==> config.mk <==
export PLATFORM = sky130hd
export DESIGN_NAME = tpc_top
export DESIGN_NICKNAME = d
export VERILOG_FILES = /design/src/tpc_coinc.v /design/src/tpc_sync.v /design/src/tpc_top.v
export VERILOG_INCLUDE_DIRS = /design/src /design/src/include
export SDC_FILE = /design/constraint.sdc
export NUM_CORES = 1
export LEC_CHECK = 0
export ABC_AREA = 0
export BUFFER_PORTS_ARGS = -buffer_cell sky130_fd_sc_hd__clkbuf_2
export CORE_MARGIN = 2
export CORE_UTILIZATION = 62
export CTS_BUF_LIST = sky130_fd_sc_hd__clkbuf_4
export DETAILED_ROUTE_END_ITERATION = 7
export HOLD_SLACK_MARGIN = 0.15
export PLACE_DENSITY = 0.91
export SLEW_MARGIN = 20
export SYNTH_ARGS = -nofsm -noshare
export SYNTH_HDL_FRONTEND = slang
export SYNTH_HIERARCHICAL = 1
export SYNTH_SLANG_ARGS = --single-unit
==> constraint.sdc <==
create_clock -name clk_sys -period 9.1 [get_ports clk_sys]
set_input_delay 1.365 -clock clk_sys [delete_from_list [all_inputs] [get_ports clk_sys]]
set_output_delay 1.365 -clock clk_sys [all_outputs]
set_load 0.01 [all_outputs]
==> src/include/tpc_defs.vh <==
// Register map, field positions and fixed counts of the trigger and panel block
`ifndef TPC_DEFS_VH
`define TPC_DEFS_VH

// Register byte addresses
`define TPC_ADDR_SW_TRIG 16'h8108
`define TPC_ADDR_TRIG_SRC 16'h810C
`define TPC_ADDR_TRIG_OUT 16'h8110
`define TPC_ADDR_POST_CNT 16'h8114
`define TPC_ADDR_IO_DATA 16'h8118
`define TPC_ADDR_IO_CTRL 16'h811C
`define TPC_ADDR_GRP_EN 16'h8120

// Reset values
`define TPC_RST_TRIG_SRC 32'h00000000
`define TPC_RST_TRIG_OUT 32'h00000000
`define TPC_RST_POST_CNT 32'h00000000
`define TPC_RST_IO_DATA 16'h0000
`define TPC_RST_IO_CTRL 16'h0000
`define TPC_RST_GRP_EN 8'h00

// Writable bits; all others read as zero
`define TPC_MASK_TRIG_SRC 32'hC70000FF
`define TPC_MASK_TRIG_OUT 32'hC00000FF
`define TPC_MASK_IO_CTRL 16'hC2FF

// Trigger source and trigger out fields
`define TPC_BIT_SW_EN 31
`define TPC_BIT_EXT_EN 30
`define TPC_COINC_HI 26
`define TPC_COINC_LO 24

// Panel control fields
`define TPC_BIT_TEST_MODE 15
`define TPC_BIT_TEST_LEVEL 14
`define TPC_BIT_LATCH_EXT 9
`define TPC_MODE_HI 7
`define TPC_MODE_LO 6
`define TPC_DIR_HI 5
`define TPC_DIR_LO 2
`define TPC_BIT_HIZ 1
`define TPC_BIT_TTL 0

// Line usage modes
`define TPC_MODE_GPIO 2'h0
`define TPC_MODE_PROG 2'h1
`define TPC_MODE_PATTERN 2'h2

// Samples added by trigger processing, fixed for this logic version
`define TPC_FIXED_TRIG_DELAY 33'h0000000A

`endif

==> src/tpc_coinc.v <==
// Local trigger decision with group coincidence level
`timescale 1ns/10ps
module tpc_coinc (
  // Group threshold state and enables
  input wire [7:0] grp_over_thr,
  input wire [7:0] grp_mask,
  input wire [2:0] coinc_level,
  // Decision
  output wire local_fire,
  output wire [3:0] active_count
);

  wire [7:0] active;

  function [3:0] count_ones;
    input [7:0] v;
    integer i;
    begin
      count_ones = 4'h0;
      for (i = 0; i < 8; i = i + 1) begin
        count_ones = count_ones + {3'h0, v[i]};
      end
    end
  endfunction

  assign active = grp_over_thr & grp_mask;
  assign active_count = count_ones(active);
  // Triggering group plus at least coinc_level others
  assign local_fire = (active_count > {1'b0, coinc_level});

endmodule // tpc_coinc

==> src/tpc_sync.v <==
// Two flip-flop synchroniser for a bus of independent pin levels
`timescale 1ns/10ps
module tpc_sync #(
  parameter WIDTH = 1
) (
  // Clock and reset
  input wire clk_sys,
  input wire rst_n,
  // Asynchronous levels in, synchronised levels out
  input wire [WIDTH-1:0] async_in,
  output wire [WIDTH-1:0] sync_out
);

  reg [WIDTH-1:0] meta_ff;
  reg [WIDTH-1:0] sync_ff;

  // First stage feeds only the second stage
  always @(posedge clk_sys) begin
    if (!rst_n) begin
      meta_ff <= {WIDTH{1'b0}};
      sync_ff <= {WIDTH{1'b0}};
    end else begin
      meta_ff <= async_in;
      sync_ff <= meta_ff;
    end
  end

  assign sync_out = sync_ff;

endmodule // tpc_sync

==> src/tpc_top.v <==
// Trigger source selection and front panel I/O control registers
`timescale 1ns/10ps
`include "tpc_defs.vh"

////////////////////////////////////////////////////////////////////////////////
// Behaviour
// - Any software trigger write makes one trigger
// - Software trigger accepted only with bit 31
// - External trigger input accepted only with bit 30
// - Low mask byte enables local trigger per group
// - Local trigger needs coincidence of coinc_level other groups
// - Trigger out mask byte forwards group triggers
// - Trigger out bits 30/31 forward external/software
// - Post samples equal setting plus fixed delay
// - Fixed trigger delay is a constant
// - Data register reads lines, writes output lines
// - Bit 15 selects static bit 14 trigger level
// - Bit 9 picks pattern capture moment
// - Mode field selects GPIO, programmed or pattern
// - In GPIO mode bits 5:2 set nibble direction
// - Bit 1 floats trigger and clock outputs
// - Bit 0 selects NIM or TTL levels
// - Only enabled groups store samples
// - All acquisition triggers ignored while run bit clear
module tpc_top (
  // Clock and reset
  input wire clk_sys,
  input wire rst_n,
  // Register port
  input wire [15:0] reg_addr,
  input wire reg_wr,
  input wire reg_rd,
  input wire [31:0] reg_wdata,
  output reg [31:0] reg_rdata_ff,
  output reg reg_rvalid_ff,
  // Acquisition state and group threshold flags
  input wire acq_run,
  input wire [7:0] grp_over_thr,
  // Front panel trigger input and output
  input wire external_trigger_input,
  output reg trigger_output_line_ff,
  output reg trigger_output_oe_ff,
  output reg clock_output_oe_ff,
  output reg level_ttl_sel_ff,
  // Front panel differential lines
  input wire [15:0] lvds_in,
  output reg [15:0] lvds_out_ff,
  output reg [15:0] lvds_oe_ff,
  // Acquisition side
  output reg acq_trigger_ff,
  output reg post_active_ff,
  output reg post_done_ff,
  output reg [31:0] post_count_setting_ff,
  output reg [7:0] store_group_ff,
  output reg [15:0] pattern_ff,
  output reg pattern_stb_ff
);

  ////////////////////////////////////////////////////////////////////////////
  // Storage

  reg [31:0] trig_src_ff;
  reg [31:0] trig_out_ff;
  reg [31:0] post_cnt_ff;
  reg [15:0] io_data_ff;
  reg [15:0] io_ctrl_ff;
  reg [7:0] grp_en_ff;
  reg ext_dly_ff;
  reg [32:0] post_left_ff;

  reg [31:0] nxt_rdata;
  reg [15:0] nxt_oe;
  reg nxt_trig_level;
  reg [32:0] nxt_post_left;
  reg nxt_post_active;
  reg nxt_post_done;

  wire ext_sync;
  wire [15:0] lvds_sync;
  wire local_fire;
  wire [3:0] active_count;
  wire sw_write;
  wire ext_rise;
  wire sw_trig;
  wire ext_trig;
  wire loc_trig;
  wire any_trig;
  wire fwd_trig;
  wire [1:0] io_mode;
  wire [32:0] post_total;
  wire [15:0] line_level;
  wire delayed_trig;
  wire capture_now;

  function [31:0] masked;
    input [31:0] value;
    input [31:0] keep;
    begin
      masked = value & keep;
    end
  endfunction

  function hit;
    input [15:0] addr;
    input [15:0] target;
    begin
      hit = (addr == target);
    end
  endfunction

  ////////////////////////////////////////////////////////////////////////////
  // Pin synchronisers

  tpc_sync #(
    .WIDTH(1)
  ) u_ext_sync (
    .clk_sys(clk_sys),
    .rst_n(rst_n),
    .async_in(external_trigger_input),
    .sync_out(ext_sync)
  );

  tpc_sync #(
    .WIDTH(16)
  ) u_lvds_sync (
    .clk_sys(clk_sys),
    .rst_n(rst_n),
    .async_in(lvds_in),
    .sync_out(lvds_sync)
  );

  ////////////////////////////////////////////////////////////////////////////
  // Local trigger coincidence

  tpc_coinc u_coinc (
    .grp_over_thr(grp_over_thr),
    .grp_mask(trig_src_ff[7:0]),
    .coinc_level(trig_src_ff[`TPC_COINC_HI:`TPC_COINC_LO]),
    .local_fire(local_fire),
    .active_count(active_count)
  );

  ////////////////////////////////////////////////////////////////////////////
  // Register writes

  // Data value ignored, the write itself is the event
  assign sw_write = reg_wr & hit(reg_addr, `TPC_ADDR_SW_TRIG);

  // Mask changes while running are not blocked; software keeps that rule
  always @(posedge clk_sys) begin
    if (!rst_n) begin
      trig_src_ff <= `TPC_RST_TRIG_SRC;
      trig_out_ff <= `TPC_RST_TRIG_OUT;
      post_cnt_ff <= `TPC_RST_POST_CNT;
      io_data_ff <= `TPC_RST_IO_DATA;
      io_ctrl_ff <= `TPC_RST_IO_CTRL;
      grp_en_ff <= `TPC_RST_GRP_EN;
    end else if (reg_wr) begin
      if (hit(reg_addr, `TPC_ADDR_TRIG_SRC)) begin
        trig_src_ff <= masked(reg_wdata, `TPC_MASK_TRIG_SRC);
      end
      if (hit(reg_addr, `TPC_ADDR_TRIG_OUT)) begin
        trig_out_ff <= masked(reg_wdata, `TPC_MASK_TRIG_OUT);
      end
      if (hit(reg_addr, `TPC_ADDR_POST_CNT)) begin
        post_cnt_ff <= reg_wdata;
      end
      if (hit(reg_addr, `TPC_ADDR_IO_DATA)) begin
        io_data_ff <= reg_wdata[15:0];
      end
      if (hit(reg_addr, `TPC_ADDR_IO_CTRL)) begin
        io_ctrl_ff <= reg_wdata[15:0] & `TPC_MASK_IO_CTRL;
      end
      if (hit(reg_addr, `TPC_ADDR_GRP_EN)) begin
        grp_en_ff <= reg_wdata[7:0];
      end
    end
  end

  ////////////////////////////////////////////////////////////////////////////
  // Register reads

  assign line_level = (lvds_oe_ff & lvds_out_ff) | (~lvds_oe_ff & lvds_sync);

  always @* begin
    nxt_rdata = 32'h00000000;
    case (reg_addr)
      `TPC_ADDR_TRIG_SRC: begin
        nxt_rdata = trig_src_ff;
      end
      `TPC_ADDR_TRIG_OUT: begin
        nxt_rdata = trig_out_ff;
      end
      `TPC_ADDR_POST_CNT: begin
        nxt_rdata = post_cnt_ff;
      end
      `TPC_ADDR_IO_DATA: begin
        nxt_rdata = {16'h0000, line_level};
      end
      `TPC_ADDR_IO_CTRL: begin
        nxt_rdata = {16'h0000, io_ctrl_ff};
      end
      `TPC_ADDR_GRP_EN: begin
        nxt_rdata = {24'h000000, grp_en_ff};
      end
      default: begin
        nxt_rdata = 32'h00000000;
      end
    endcase
  end

  always @(posedge clk_sys) begin
    if (!rst_n) begin
      reg_rdata_ff <= 32'h00000000;
      reg_rvalid_ff <= 1'b0;
    end else begin
      reg_rdata_ff <= reg_rd ? nxt_rdata : 32'h00000000;
      reg_rvalid_ff <= reg_rd;
    end
  end

  ////////////////////////////////////////////////////////////////////////////
  // Trigger sources

  always @(posedge clk_sys) begin
    if (!rst_n) begin
      ext_dly_ff <= 1'b0;
    end else begin
      ext_dly_ff <= ext_sync;
    end
  end

  // Edge taken on the synchronised level, so a pulse needs only one clock edge high
  assign ext_rise = ext_sync & ~ext_dly_ff;

  assign sw_trig = sw_write & trig_src_ff[`TPC_BIT_SW_EN] & acq_run;
  assign ext_trig = ext_rise & trig_src_ff[`TPC_BIT_EXT_EN] & acq_run;
  assign loc_trig = local_fire & acq_run;
  assign any_trig = sw_trig | ext_trig | loc_trig;

  always @(posedge clk_sys) begin
    if (!rst_n) begin
      acq_trigger_ff <= 1'b0;
    end else begin
      acq_trigger_ff <= any_trig;
    end
  end

  ////////////////////////////////////////////////////////////////////////////
  // Front panel trigger output

  assign fwd_trig = (|(grp_over_thr & trig_out_ff[7:0])) |
                    (ext_rise & trig_out_ff[`TPC_BIT_EXT_EN]) |
                    (sw_write & trig_out_ff[`TPC_BIT_SW_EN]);

  always @* begin
    if (io_ctrl_ff[`TPC_BIT_TEST_MODE]) begin
      nxt_trig_level = io_ctrl_ff[`TPC_BIT_TEST_LEVEL];
    end else begin
      nxt_trig_level = fwd_trig;
    end
  end

  always @(posedge clk_sys) begin
    if (!rst_n) begin
      trigger_output_line_ff <= 1'b0;
      trigger_output_oe_ff <= 1'b0;
      clock_output_oe_ff <= 1'b0;
      level_ttl_sel_ff <= 1'b0;
    end else begin
      trigger_output_line_ff <= nxt_trig_level;
      trigger_output_oe_ff <= ~io_ctrl_ff[`TPC_BIT_HIZ];
      clock_output_oe_ff <= ~io_ctrl_ff[`TPC_BIT_HIZ];
      level_ttl_sel_ff <= io_ctrl_ff[`TPC_BIT_TTL];
    end
  end

  ////////////////////////////////////////////////////////////////////////////
  // Differential line direction

  assign io_mode = io_ctrl_ff[`TPC_MODE_HI:`TPC_MODE_LO];

  always @* begin
    nxt_oe = 16'h0000;
    case (io_mode)
      `TPC_MODE_GPIO: begin
        nxt_oe = {{4{io_ctrl_ff[5]}}, {4{io_ctrl_ff[4]}},
                  {4{io_ctrl_ff[3]}}, {4{io_ctrl_ff[2]}}};
      end
      `TPC_MODE_PROG: begin
        nxt_oe = 16'hFFFF;
      end
      `TPC_MODE_PATTERN: begin
        nxt_oe = 16'h0000;
      end
      default: begin
        nxt_oe = 16'h0000;
      end
    endcase
  end

  always @(posedge clk_sys) begin
    if (!rst_n) begin
      lvds_out_ff <= 16'h0000;
      lvds_oe_ff <= 16'h0000;
    end else begin
      lvds_out_ff <= io_data_ff;
      lvds_oe_ff <= nxt_oe;
    end
  end

  ////////////////////////////////////////////////////////////////////////////
  // Post trigger window

  // One sample per clock; the fixed delay never changes at run time
  assign post_total = {1'b0, post_cnt_ff} + `TPC_FIXED_TRIG_DELAY;

  // A new trigger restarts the window
  always @* begin
    nxt_post_left = post_left_ff;
    nxt_post_active = post_active_ff;
    nxt_post_done = 1'b0;
    if (acq_trigger_ff) begin
      nxt_post_left = post_total;
      nxt_post_active = (post_total != 33'h00000000);
      nxt_post_done = (post_total == 33'h00000000);
    end else if (post_left_ff != 33'h00000000) begin
      nxt_post_left = post_left_ff - 33'h00000001;
      if (post_left_ff == 33'h00000001) begin
        nxt_post_active = 1'b0;
        nxt_post_done = 1'b1;
      end
    end
  end

  always @(posedge clk_sys) begin
    if (!rst_n) begin
      post_left_ff <= 33'h00000000;
      post_active_ff <= 1'b0;
      post_done_ff <= 1'b0;
      post_count_setting_ff <= 32'h00000000;
    end else begin
      post_left_ff <= nxt_post_left;
      post_active_ff <= nxt_post_active;
      post_done_ff <= nxt_post_done;
      post_count_setting_ff <= post_cnt_ff;
    end
  end

  ////////////////////////////////////////////////////////////////////////////
  // Pattern capture and group storage

  // Internal trigger is the end of the post trigger window
  assign delayed_trig = nxt_post_done;
  assign capture_now = io_ctrl_ff[`TPC_BIT_LATCH_EXT] ?
                       ext_rise : delayed_trig;

  always @(posedge clk_sys) begin
    if (!rst_n) begin
      pattern_ff <= 16'h0000;
      pattern_stb_ff <= 1'b0;
      store_group_ff <= 8'h00;
    end else begin
      if (capture_now) begin
        pattern_ff <= lvds_sync;
      end
      pattern_stb_ff <= capture_now;
      store_group_ff <= acq_run ? grp_en_ff : 8'h00;
    end
  end

endmodule // tpc_top

==> results of run 1 <==
## logic make-up (layout without fill, tap and decap cells)
logic type                 Yosys count  in the layout  synth area share [%]
adders and majority gates           13             13                 1.649
muxes                               55             55                 4.883
xor gates and xnor gates            59             59                 4.422
and+or+nand+nor                    565            565                 24.35
buffers and inverters              127            355                 4.743
DFF                                274            274                 46.94
AOI/OAI and AO/OA                  203            203                 13.01
## per-stage QoR
step / total power [mW] / hold WS, ns
CTS: 2.908 / 0.3779
detailed placement: 1.905 / 0.4301
global route: 3.052 / 0.4093
global placement: 1.873 / 0.4278
finish: 2.909 / 0.3969
floorplan: 1.775 / 0.4118
## cells in the mapped netlist (5+ instances only)
cell type	count	area, sq um
buf_4	16	120.1
a21boi_0	73	548.0
o21ai_0	12	60.06
or2_2	5	31.28
a211oi_1	11	82.58
nor2_1	74	277.8
mux2_2	16	180.2
a31oi_1	9	56.30
or3_1	10	62.56
a22oi_1	35	262.8
nor2b_1	24	150.1
mux2i_1	39	390.4
and2_1	56	350.3
ha_1	9	112.6
dfxtp_1	274	5485
and3_1	19	118.9
nand2_1	207	777.0
a21oi_1	19	95.09
xor2_1	22	192.7
a222oi_1	6	60.06
xnor2_1	37	324.1
nand3_1	39	195.2
nor4_1	21	131.4
clkbuf_1	73	274.0
or4_1	10	75.07
nor3_1	32	160.2
o211a_1	9	90.09
buf_2	5	25.02
and2_2	32	240.2
inv_1	23	86.33
nand4_1	15	93.84
## registers in the layout, indices dropped and copies added (netlist names), 4 cells and up
signal and flops:
grp_en_ff 8, io_ctrl_ff 11, io_data_ff 16, lvds_oe_ff 4, lvds_out_ff 16, pattern_ff 16, post_cnt_ff 32, post_count_setting_ff 32
post_left_ff 33, reg_rdata_ff 32, store_group_ff 8, trig_out_ff 10, trig_src_ff 13, u_lvds_sync/meta_ff 16, u_lvds_sync/sync_out 16
## layout make-up
class	instances	area [sq um]	share of cell area, %
clock buffers	96	720.7	5.332
clock inverters	17	115.1	0.8516
inverters	26	97.59	0.7220
multi-input cells	895	5697	42.15
flip-flops and latches	274	5485	40.58
well taps	234	292.8	2.166
repair buffers	216	1109	8.201
## worst paths after layout
| path | cells past startpoint | endpoint | from |
|---|---|---|---|
| worst max-delay path | 16 | acq_trigger_ff | grp_over_thr[0] |
| worst min-delay path | 1 | ext_dly_ff | u_ext_sync/sync_out |
| worst max register to register | 9 | pattern_ff[10] | post_cnt_ff[1] |
| worst min register to register | 1 | ext_dly_ff | u_ext_sync/sync_out |
## per-layer routing
layer / part of all wire [%] / vias to the layer above / routed length, microns
li1: - / 4838 / -
met1: 37 / 4901 / 11820
met2: 49 / 627 / 15360
met3: 10 / 118 / 3166
met4: 4.1 / 0 / 1292
met5: 0 / - / 0
## power breakdown
part           internal [mW]  total (mW)  switching [mW]
logic                  0.246       0.573           0.327
clock network          0.518        1.01           0.491
registers               1.27        1.33          0.0568
total                   2.03        2.91           0.875
==> reports/results.ini, run 1 <==
[routing]
via_per_inst = 5.964
ant_nets = 0
avgRoutedWirePerCell_microns = 18.00
firstDrtPassIters = 7
drt_wl_total_mm = 31.64
vias = 10480
drtIter0Drc = 1051
drc = 0

[cells_and_area]
fin_util_pct = 72.75
fill_cells = 1290
antenna_cells = 0
final_common_cell = dfxtp_1
drive_gt1_share_pct = 25.52
nets = 1575
stdcell_area_sq_um = 13520
layout_common_cells = dfxtp_1, nand2_1, clkbuf_2, clkbuf_4
areaGrowthSynthToFinish_pct = 15.68
instances_no_fill = 1758

[job]
maxCapViolations = 0

[timing]
fin_worst_skew_ns = 0.05200
fmax_ghz = 0.2278
slew-limit-headroom_pct = 29.95
fin_ws_ns = 4.711
hold_violations = 0
finalSetupViolCount = 0
setup_tns_ns = 0
maxSlewViolCount = 0
rsz0062_at_grt = no
fin_crit_sh_pct = 48.24
worst_slew_pin_slew_ns = 1.047
min_period_ns = 4.389

[synth]
synth_cell_type_count = 69
netlist_area_sq_um = 11680
ys_ff_latch = 274
synth_edf_count = 0
synthFlopType = dfxtp_1
yosysSeqAreaShare_pct = 46.94
avgSynthCellArea_sq_um = 9.016
syn_nets = 1387
yosysWarnings = 6
synthCells = 1296
async_flop_share_pct = 0

[placed_design]
port_buffers = 206
pre_cts_ws_ns = 4.012
hpwl_mm = 21.74
place_area_sq_um = 12660
place.gp.congestion = 0.9230
place_inst = 1645

[clock_tree]
cts_resized = 0
cts_buffer_depth = 3
clock-sinks = 274
htreeDepth = 3
cts_root_buffer = clkbuf_4
cts_tree = yes
post_cts.repair.setup_buffers = 0
clock_latency_ns = 0.72
path_clk_slew_ns = 0.06
cts_buffers = 71
hold_buffers = 0

[worst_hold_path]
hold_path_class = register to register

[global_routing]
grt.met2_usage_pct = 51.69
grt_overflow = 0
grt_usage_pct = 31.02
antenna_found_initial = 0
gr-max-usage-layer = met2
grt_pass1_wl_mm = 49.34
grt_use_met3_pct = 8.167
met1_usage_pct = 37.77
grt_pass1_vias = 9783
grt_start_max_net_pins = 116

[die]
ioPinCount = 207
design.core.area_sq_um = 18580
num_rows = 50
die_w_microns = 141.3
start_util_pct = 62.89
dieArea_sq_um = 19960
die_y_microns = 141.3

[pwr]
powerDensity_nw_per_um2 = 215.2
p_leak_nw = 5.570
ir_drop_uv = 140.0

[setup_path]
crit_chain = clkbuf_2 -> and2_1 -> fa_1 -> inv_1 -> fa_1 -> fa_1 -> inv_1 -> ha_1 -> inv_1 -> fa_1 -> inv_1 -> ha_1 -> a211oi_2 -> o21bai_1 -> a221oi_1 -> nor2_1
cp_top_family = adder cells
path_max_fanout = 2
cp_slowest_cell = fa_1
startpoint_type = input port
ff2ff_setup_slack_ns = 5.02
required_ns = 9.69
crit_buf_inv = 5
path_class = input port to register
endpoint_kind = register
cpPeakStageDelay_ns = 0.53
arrival_ns = 4.98

[outcome]
outcome = finished clean

No activity file was read; power rests on OpenSTA's default activity.
==> run 2, diff against run 1 <==
--- a/config.mk
+++ b/config.mk
@@ -9,11 +9,11 @@
 export ABC_AREA = 0
 export BUFFER_PORTS_ARGS = -buffer_cell sky130_fd_sc_hd__clkbuf_2
 export CORE_MARGIN = 2
-export CORE_UTILIZATION = 62
+export CORE_UTILIZATION = 52
 export CTS_BUF_LIST = sky130_fd_sc_hd__clkbuf_4
 export DETAILED_ROUTE_END_ITERATION = 7
 export HOLD_SLACK_MARGIN = 0.15
-export PLACE_DENSITY = 0.91
+export PLACE_DENSITY = 0.82
 export SLEW_MARGIN = 20
 export SYNTH_ARGS = -nofsm -noshare
 export SYNTH_HDL_FRONTEND = slang
==> constraint.sdc (replaced) <==
create_clock -name clk_sys -period 3.7 [get_ports clk_sys]
set_input_delay 0.555 -clock clk_sys [delete_from_list [all_inputs] [get_ports clk_sys]]
set_output_delay 0.555 -clock clk_sys [all_outputs]
set_load 0.01 [all_outputs]
==> run 2 against run 1 <==
  * Clock power increased to 2.6 times the previous value
  * Clock-buffer cell count up 9
  * Non-clock buffer count rose by 66
  * Register-to-register slack lost 5.0 ns
  * Flip-flop and latch count unchanged
  * Sequential power grew 150%
  * Final area grew 5.9%
  * Largest power group unchanged
  * Cell count rose by 7.3%
==> reports/results.ini, run 2 (same netlist as run 1, synthesis figures left out) <==
[clock_tree]
clock-sinks = 274  ; unchanged
cts_buffer_depth = 3  ; unchanged
cts_root_buffer = clkbuf_4  ; unchanged
path_clk_slew_ns = 0.06  ; about the same
htreeDepth = 3  ; unchanged
cts_tree = yes  ; unchanged
cts_buffers = 72  ; was 71
clock_latency_ns = 0.73  ; was 0.72 ns

[routing]
ant_nets = 0  ; unchanged
drt_wl_total_mm = 34.07  ; was 31.64 mm
drtIter0Drc = 1068  ; was 1051
avgRoutedWirePerCell_microns = 18.05  ; was 18.00 microns
via_per_inst = 5.649  ; was 5.964
drc = 0  ; unchanged
dr_wl_met3_mm = 2.917  ; was 3.166 mm
vias = 10660  ; was 10480
met2WireLength_mm = 16.27  ; was 15.36 mm
m1WireLength_mm = 13.62  ; was 11.82 mm
top_layer = met4  ; unchanged
firstDrtPassIters = 6  ; was 7

[cells_and_area]
largest_reg_flops = 33  ; unchanged
fill_cells = 1718  ; was 1290
nets = 1642  ; was 1575
multi_input_area_sq_um = 5715  ; was 5697 sq um
areaGrowthSynthToFinish_pct = 22.52  ; was 15.68%
final_common_cell = dfxtp_1  ; unchanged
layout_common_cells = dfxtp_1, nand2_1, clkbuf_2, clkbuf_4  ; unchanged
top_register = post_left_ff  ; unchanged
drive_gt1_share_pct = 27.09  ; was 25.52%
seqCellArea_sq_um = 5488  ; was 5485 sq um

[outcome]
outcome = finished clean  ; unchanged

[setup_path]
required_ns = 4.29  ; was 9.69 ns
cp_common_cell = fa_1
cpPeakStageDelay_ns = 0.53  ; about the same
endpoint_kind = register  ; unchanged
path_class = register to register  ; was input port to register
cp_slowest_cell = fa_1  ; unchanged
crit_chain = and2_4 -> fa_1 -> inv_1 -> fa_1 -> fa_1 -> inv_1 -> ha_2 -> inv_2 -> fa_2 -> xnor2_1 -> ha_1 -> nand3_2 -> o21ai_2 -> o21bai_1 -> a221oi_2 -> nor2_1  ; was clkbuf_2 -> and2_1 -> fa_1 -> inv_1 -> fa_1 -> fa_1 -> inv_1 -> ha_1 -> inv_1 -> fa_1 -> inv_1 -> ha_1 -> a211oi_2 -> o21bai_1 -> a221oi_1 -> nor2_1
path_max_fanout = 3  ; was 2
cp_top_family = adder cells  ; unchanged
arrival_ns = 4.22  ; was 4.98 ns
startpoint_type = register  ; was input port
crit_buf_inv = 3  ; was 5

[die]
die_w_microns = 153.9  ; was 141.3 microns
num_rows = 54  ; was 50
die_y_microns = 153.9  ; was 141.3 microns
ioPinCount = 207  ; unchanged
start_util_pct = 53.21  ; was 62.89%
design.core.area_sq_um = 21960  ; was 18580 sq um
dieArea_sq_um = 23690  ; was 19960 sq um

[placed_design]
port_buffers = 206  ; unchanged
hpwl_mm = 23.00  ; was 21.74 mm
place.gp.congestion = 0.9514  ; was 0.9230

[global_routing]
grt_pass1_vias = 10370  ; was 9783
grt_pass1_wl_mm = 53.95  ; was 49.34 mm
grt_overflow = 0  ; unchanged
grt_start_max_net_pins = 185  ; was 116
antenna_found_initial = 1  ; was 0
grt_usage_pct = 28.39  ; was 31.02%

[timing]
fin_worst_skew_ns = 0.05763  ; was 0.05200 ns
setup_tns_ns = 0  ; unchanged
worst_slew_pin_slew_ns = 0.9511  ; was 1.047 ns
maxSlewViolCount = 0  ; unchanged
whs_ns = 0.2130  ; was 0.3969 ns
fin_crit_sh_pct = 98.13
min_period_ns = 3.631
slew-limit-headroom_pct = 36.10  ; was 29.95%
hold_violations = 0  ; unchanged
fmax_ghz = 0.2754
finalSetupViolCount = 0  ; unchanged
rsz0062_at_grt = yes  ; was no

[pwr]
p_leak_nw = 5.937  ; was 5.570 nW
ir_drop_uv = 340.4  ; was 140.0 uV
powerDensity_nw_per_um2 = 513.6  ; was 215.2 nW/um^2

[worst_hold_path]
hold_path_class = input port to register  ; was register to register

[job]
maxCapViolations = 0  ; unchanged

[run 2: changes by cell type in the layout (fill, tap and decap cells not counted), sizes merged]
| cell | before | now |
|---|---|---|
| dlygate4sd3 | 0 | 41 |
| buf | 11 | 36 |
| clkinvlp | 1 | 3 |
| inv | 27 | 24 |
| clkbuf | 301 | 310 |
| diode | 0 | 1 |
| clkinv | 14 | 22 |
[run 2: worst register-to-register path: stages, from the launching register on]
cell	delay (ns)
dfxtp_2	0.33
and2_4	0.14
fa_1	0.53
inv_1	0.05
fa_1	0.49
fa_1	0.41
inv_1	0.08
ha_2	0.19
inv_2	0.04
fa_2	0.33
xnor2_1	0.15
ha_1	0.35
nand3_2	0.10
o21ai_2	0.06
o21bai_1	0.10
a221oi_2	0.17
nor2_1	0.05
[run 2: layout make-up]
type	instances	area share, %
clock buffers	105	5.506
multi-input cells	895	39.92
clock inverters	24	0.9963
inverters	26	0.6817
well taps	280	2.447
diodes	1	0.01748
flip-flops and latches	274	38.33
repair buffers	282	12.10
[run 2: final timing paths]
kind,cells past startpoint,slack (ns),end,startpoint
setup / recovery,16,0.07,acq_trigger_ff,trig_src_ff[0]
hold / removal,3,0.21,io_ctrl_ff[2],reg_wdata[2]
setup reg to reg,16,0.07,acq_trigger_ff,trig_src_ff[0]
hold reg to reg,1,0.43,u_ext_sync/sync_out,u_ext_sync/meta_ff
[run 2: metal layers]
| metal | vias up | global-route usage, % |
|---|---|---|
| li1 | 4988 | - |
| met1 | 5019 | 35.37 |
| met2 | 560 | 46.57 |
| met3 | 93 | 6.511 |
| met4 | 0 | 13.97 |
| met5 | - | 0 |
[run 2: what timing repair did]
action	in CTS	in global routing
setup endpoints to repair	1	1
hold buffers	41	0
endpoints found under the hold margin	56	0
buffers inserted	1	1
resized for setup	2	7
pin swaps	5	2
[run 2: stage by stage]
stage	area, sq um	utilization (%)	cells	worst slack (ns)	power (mW)
after CTS	14280	65.02	1885	0.01136	7.359
after global routing	14320	65.20	1887	-0.06468	7.733
final	14320	65.20	1887	0.06919	7.353
after global placement	12920	58.85	1714	-0.3068	4.640
after detailed placement	12920	58.85	1714	-0.3856	4.682
after floorplan	11700	-	1296	-0.1291	4.365
[run 2: power breakdown]
part | total [mW] | switching (mW) | internal (mW)
registers | 3.26 | 0.137 | 3.12
clock network | 2.67 | 1.28 | 1.39
logic | 1.43 | 0.788 | 0.642
==> run 3, diff against run 2 <==
--- a/config.mk
+++ b/config.mk
@@ -9,11 +9,11 @@
 export ABC_AREA = 0
 export BUFFER_PORTS_ARGS = -buffer_cell sky130_fd_sc_hd__clkbuf_2
 export CORE_MARGIN = 2
-export CORE_UTILIZATION = 52
+export CORE_UTILIZATION = 58
 export CTS_BUF_LIST = sky130_fd_sc_hd__clkbuf_4
 export DETAILED_ROUTE_END_ITERATION = 7
 export HOLD_SLACK_MARGIN = 0.15
-export PLACE_DENSITY = 0.82
+export PLACE_DENSITY = 0.86
 export SLEW_MARGIN = 20
 export SYNTH_ARGS = -nofsm -noshare
 export SYNTH_HDL_FRONTEND = slang
==> constraint.sdc (replaced) <==
create_clock -name clk_sys -period 3.6 [get_ports clk_sys]
set_input_delay 0.54 -clock clk_sys [delete_from_list [all_inputs] [get_ports clk_sys]]
set_output_delay 0.54 -clock clk_sys [all_outputs]
set_load 0.01 [all_outputs]
==> run 3 against run 2 <==
  * The flow now finishes with violations (design-rule violations, negative setup slack)
  * Die area down 10%
  * Total power decreased by 0.54%
  * Core utilization increased by 7.5 points
  * Combinational power grew 3%
  * Flip-flop and latch count did not move
  * Register-to-register slack got worse by 0.09 ns
  * Final area fell by 0.46%
  * Clock skew is 0.0065 ns higher
  * Via count up 2.0%
  * Worst hold slack improved by 0.0033 ns
  * Largest power group unchanged
==> reports/results.ini, run 3 (same netlist as run 1, synthesis figures left out) <==
[outcome]
outcome = complete, but fails checks  ; was finished clean
violations = design-rule violations, negative setup slack

[cells_and_area]
areaGrowthSynthToFinish_pct = 21.95  ; was 22.52%
final_common_cell = dfxtp_1  ; unchanged
stdcell_area_sq_um = 14250  ; was 14320 sq um
fin_util_pct = 72.74  ; was 65.20%
drive_gt1_share_pct = 26.72  ; was 27.09%
nets = 1651  ; was 1642
largest_reg_flops = 33  ; unchanged
instances_no_fill = 1869  ; was 1887
layout_common_cells = dfxtp_1, nand2_1, clkbuf_2, clkbuf_4  ; unchanged
top_register = post_left_ff  ; unchanged

[setup_path]
path_class = register to register  ; unchanged
cp_common_cell = fa_1  ; unchanged
crit_chain = and2_4 -> fa_1 -> inv_1 -> fa_1 -> fa_1 -> inv_1 -> ha_2 -> inv_2 -> fa_2 -> inv_2 -> ha_4 -> a211oi_2 -> o21bai_1 -> a221oi_2 -> nor2_1  ; was and2_4 -> fa_1 -> inv_1 -> fa_1 -> fa_1 -> inv_1 -> ha_2 -> inv_2 -> fa_2 -> xnor2_1 -> ha_1 -> nand3_2 -> o21ai_2 -> o21bai_1 -> a221oi_2 -> nor2_1
cpPeakStageDelay_ns = 0.53  ; about the same
arrival_ns = 4.21  ; was 4.22 ns
endpoint_kind = register  ; unchanged
startpoint_type = register  ; unchanged
ff2ff_setup_slack_ns = -0.02  ; was 0.07 ns
required_ns = 4.20  ; was 4.29 ns
path_max_fanout = 2  ; was 3
rr_worst_depth = 15  ; was 16
cp_slowest_cell = fa_1  ; unchanged

[global_routing]
grt_pass1_vias = 10700  ; was 10370
grt_overflow = 0  ; unchanged
grt_pass1_wl_mm = 54.43  ; was 53.95 mm
grt_usage_pct = 31.81  ; was 28.39%
antenna_found_initial = 2  ; was 1
grt_start_max_net_pins = 117  ; was 185

[routing]
ant_nets = 0  ; unchanged
firstDrtPassIters = 8  ; was 6
drc = 5  ; was 0
vias = 10880  ; was 10660
via_per_inst = 5.819  ; was 5.649
drt_wl_total_mm = 34.75  ; was 34.07 mm
avgRoutedWirePerCell_microns = 18.59  ; was 18.05 microns
drtIter0Drc = 984  ; was 1068

[timing]
setup_tns_ns = -0.01614  ; was 0 ns
finalSetupViolCount = 1  ; was 0
fin_ws_ns = -0.01614  ; was 0.06919 ns
maxSlewViolCount = 0  ; unchanged
worst_slew_pin_slew_ns = 0.8989  ; was 0.9511 ns
fin_crit_sh_pct = 100.4  ; was 98.13%
hold_violations = 0  ; unchanged
rsz0062_at_grt = yes  ; unchanged
slew-limit-headroom_pct = 40.07  ; was 36.10%
fin_worst_skew_ns = 0.06410  ; was 0.05763 ns
min_period_ns = 3.616  ; was 3.631 ns
fmax_ghz = 0.2765  ; was 0.2754 GHz

[clock_tree]
htreeDepth = 3  ; unchanged
cts_tree = yes  ; unchanged
cts_buffers = 70  ; was 72
cts_buffer_depth = 3  ; unchanged
post_cts.repair.setup_buffers = 0  ; was 1
clock-sinks = 274  ; unchanged
cts_root_buffer = clkbuf_4  ; unchanged
clock_latency_ns = 0.71  ; was 0.73 ns
path_clk_slew_ns = 0.06  ; about the same

[die]
dieArea_sq_um = 21300  ; was 23690 sq um
ioPinCount = 207  ; unchanged
start_util_pct = 59.65  ; was 53.21%
die_w_microns = 145.9  ; was 153.9 microns
design.core.area_sq_um = 19590  ; was 21960 sq um
num_rows = 51  ; was 54
die_y_microns = 145.9  ; was 153.9 microns

[placed_design]
place_inst = 1710  ; was 1714
place_area_sq_um = 12970  ; was 12920 sq um
port_buffers = 206  ; unchanged
place.gp.congestion = 0.9272  ; was 0.9514
hpwl_mm = 23.24  ; was 23.00 mm
pre_cts_ws_ns = -0.4890  ; was -0.3856 ns

[pwr]
powerDensity_nw_per_um2 = 513.2  ; was 513.6 nW/um^2
ir_drop_uv = 304.7  ; was 340.4 uV
p_leak_nw = 5.913  ; was 5.937 nW

[job]
maxCapViolations = 0  ; unchanged

[worst_hold_path]
whs_path_depth = 3  ; unchanged
hold_path_class = input port to register  ; unchanged

==> run 3: report_power, final <==
group / total (mW) / leakage (nW) / switching (mW) / internal [mW]
clock: 2.48 / 0.479 / 1.25 / 1.23
sequential: 3.35 / 2.22 / 0.143 / 3.21
combinational: 1.48 / 3.22 / 0.808 / 0.670
==> run 3: path summary, 6_finish.rpt <==
kind / end / from
worst max register to register: acq_trigger_ff / trig_src_ff[3]
worst min-delay path: trig_src_ff[6] / reg_wdata[6]
worst min register to register: lvds_out_ff[11] / io_data_ff[11]
worst max-delay path: acq_trigger_ff / trig_src_ff[3]
==> run 3: final cells by class <==
class / count / area [sq um]
well taps: 265 / 331.6
diodes: 2 / 5.005
clock buffers: 95 / 713.2
repair buffers: 293 / 1807
fillers: 1438 / 5340
flip-flops and latches: 274 / 5487
clock inverters: 19 / 100.1
multi-input cells: 895 / 5709
inverters: 26 / 97.59
==> run 3: what timing repair did <==
action,CTS,global route
gates resized for setup,7,0
hold buffers,43,0
hold endpoints to repair,57,0
pin swaps,5,2
setup endpoints to repair,1,1
==> run 3: per-layer routing <==
| layer | track usage (%) | vias up | part of all wire, % |
|---|---|---|---|
| met3 | 7.461 | 153 | 9.2 |
| met4 | 18.58 | 0 | 5.0 |
| met1 | 37.62 | 5106 | 38 |
| li1 | - | 5005 | - |
| met2 | 52.90 | 612 | 48 |
| met5 | 0 | - | 0 |
==> run 3: critical path: cells and delay by family (launching register included) <==
family	cells	cell delay [ns]
adder cells (fa/ha/maj)	6	2.33
AO/OA/AOI/OAI	3	0.46
flip-flops	1	0.31
AND/OR/NAND/NOR	2	0.20
buffers and inverters	4	0.20
==> run 3: through the flow <==
stage                     power (mW)  hold slack, ns
after floorplan                4.487          0.4118
after global placement         4.774          0.4215
after detailed placement       4.824          0.4223
after CTS                      7.317          0.1675
after global routing           7.702          0.1767
final                          7.313          0.2163
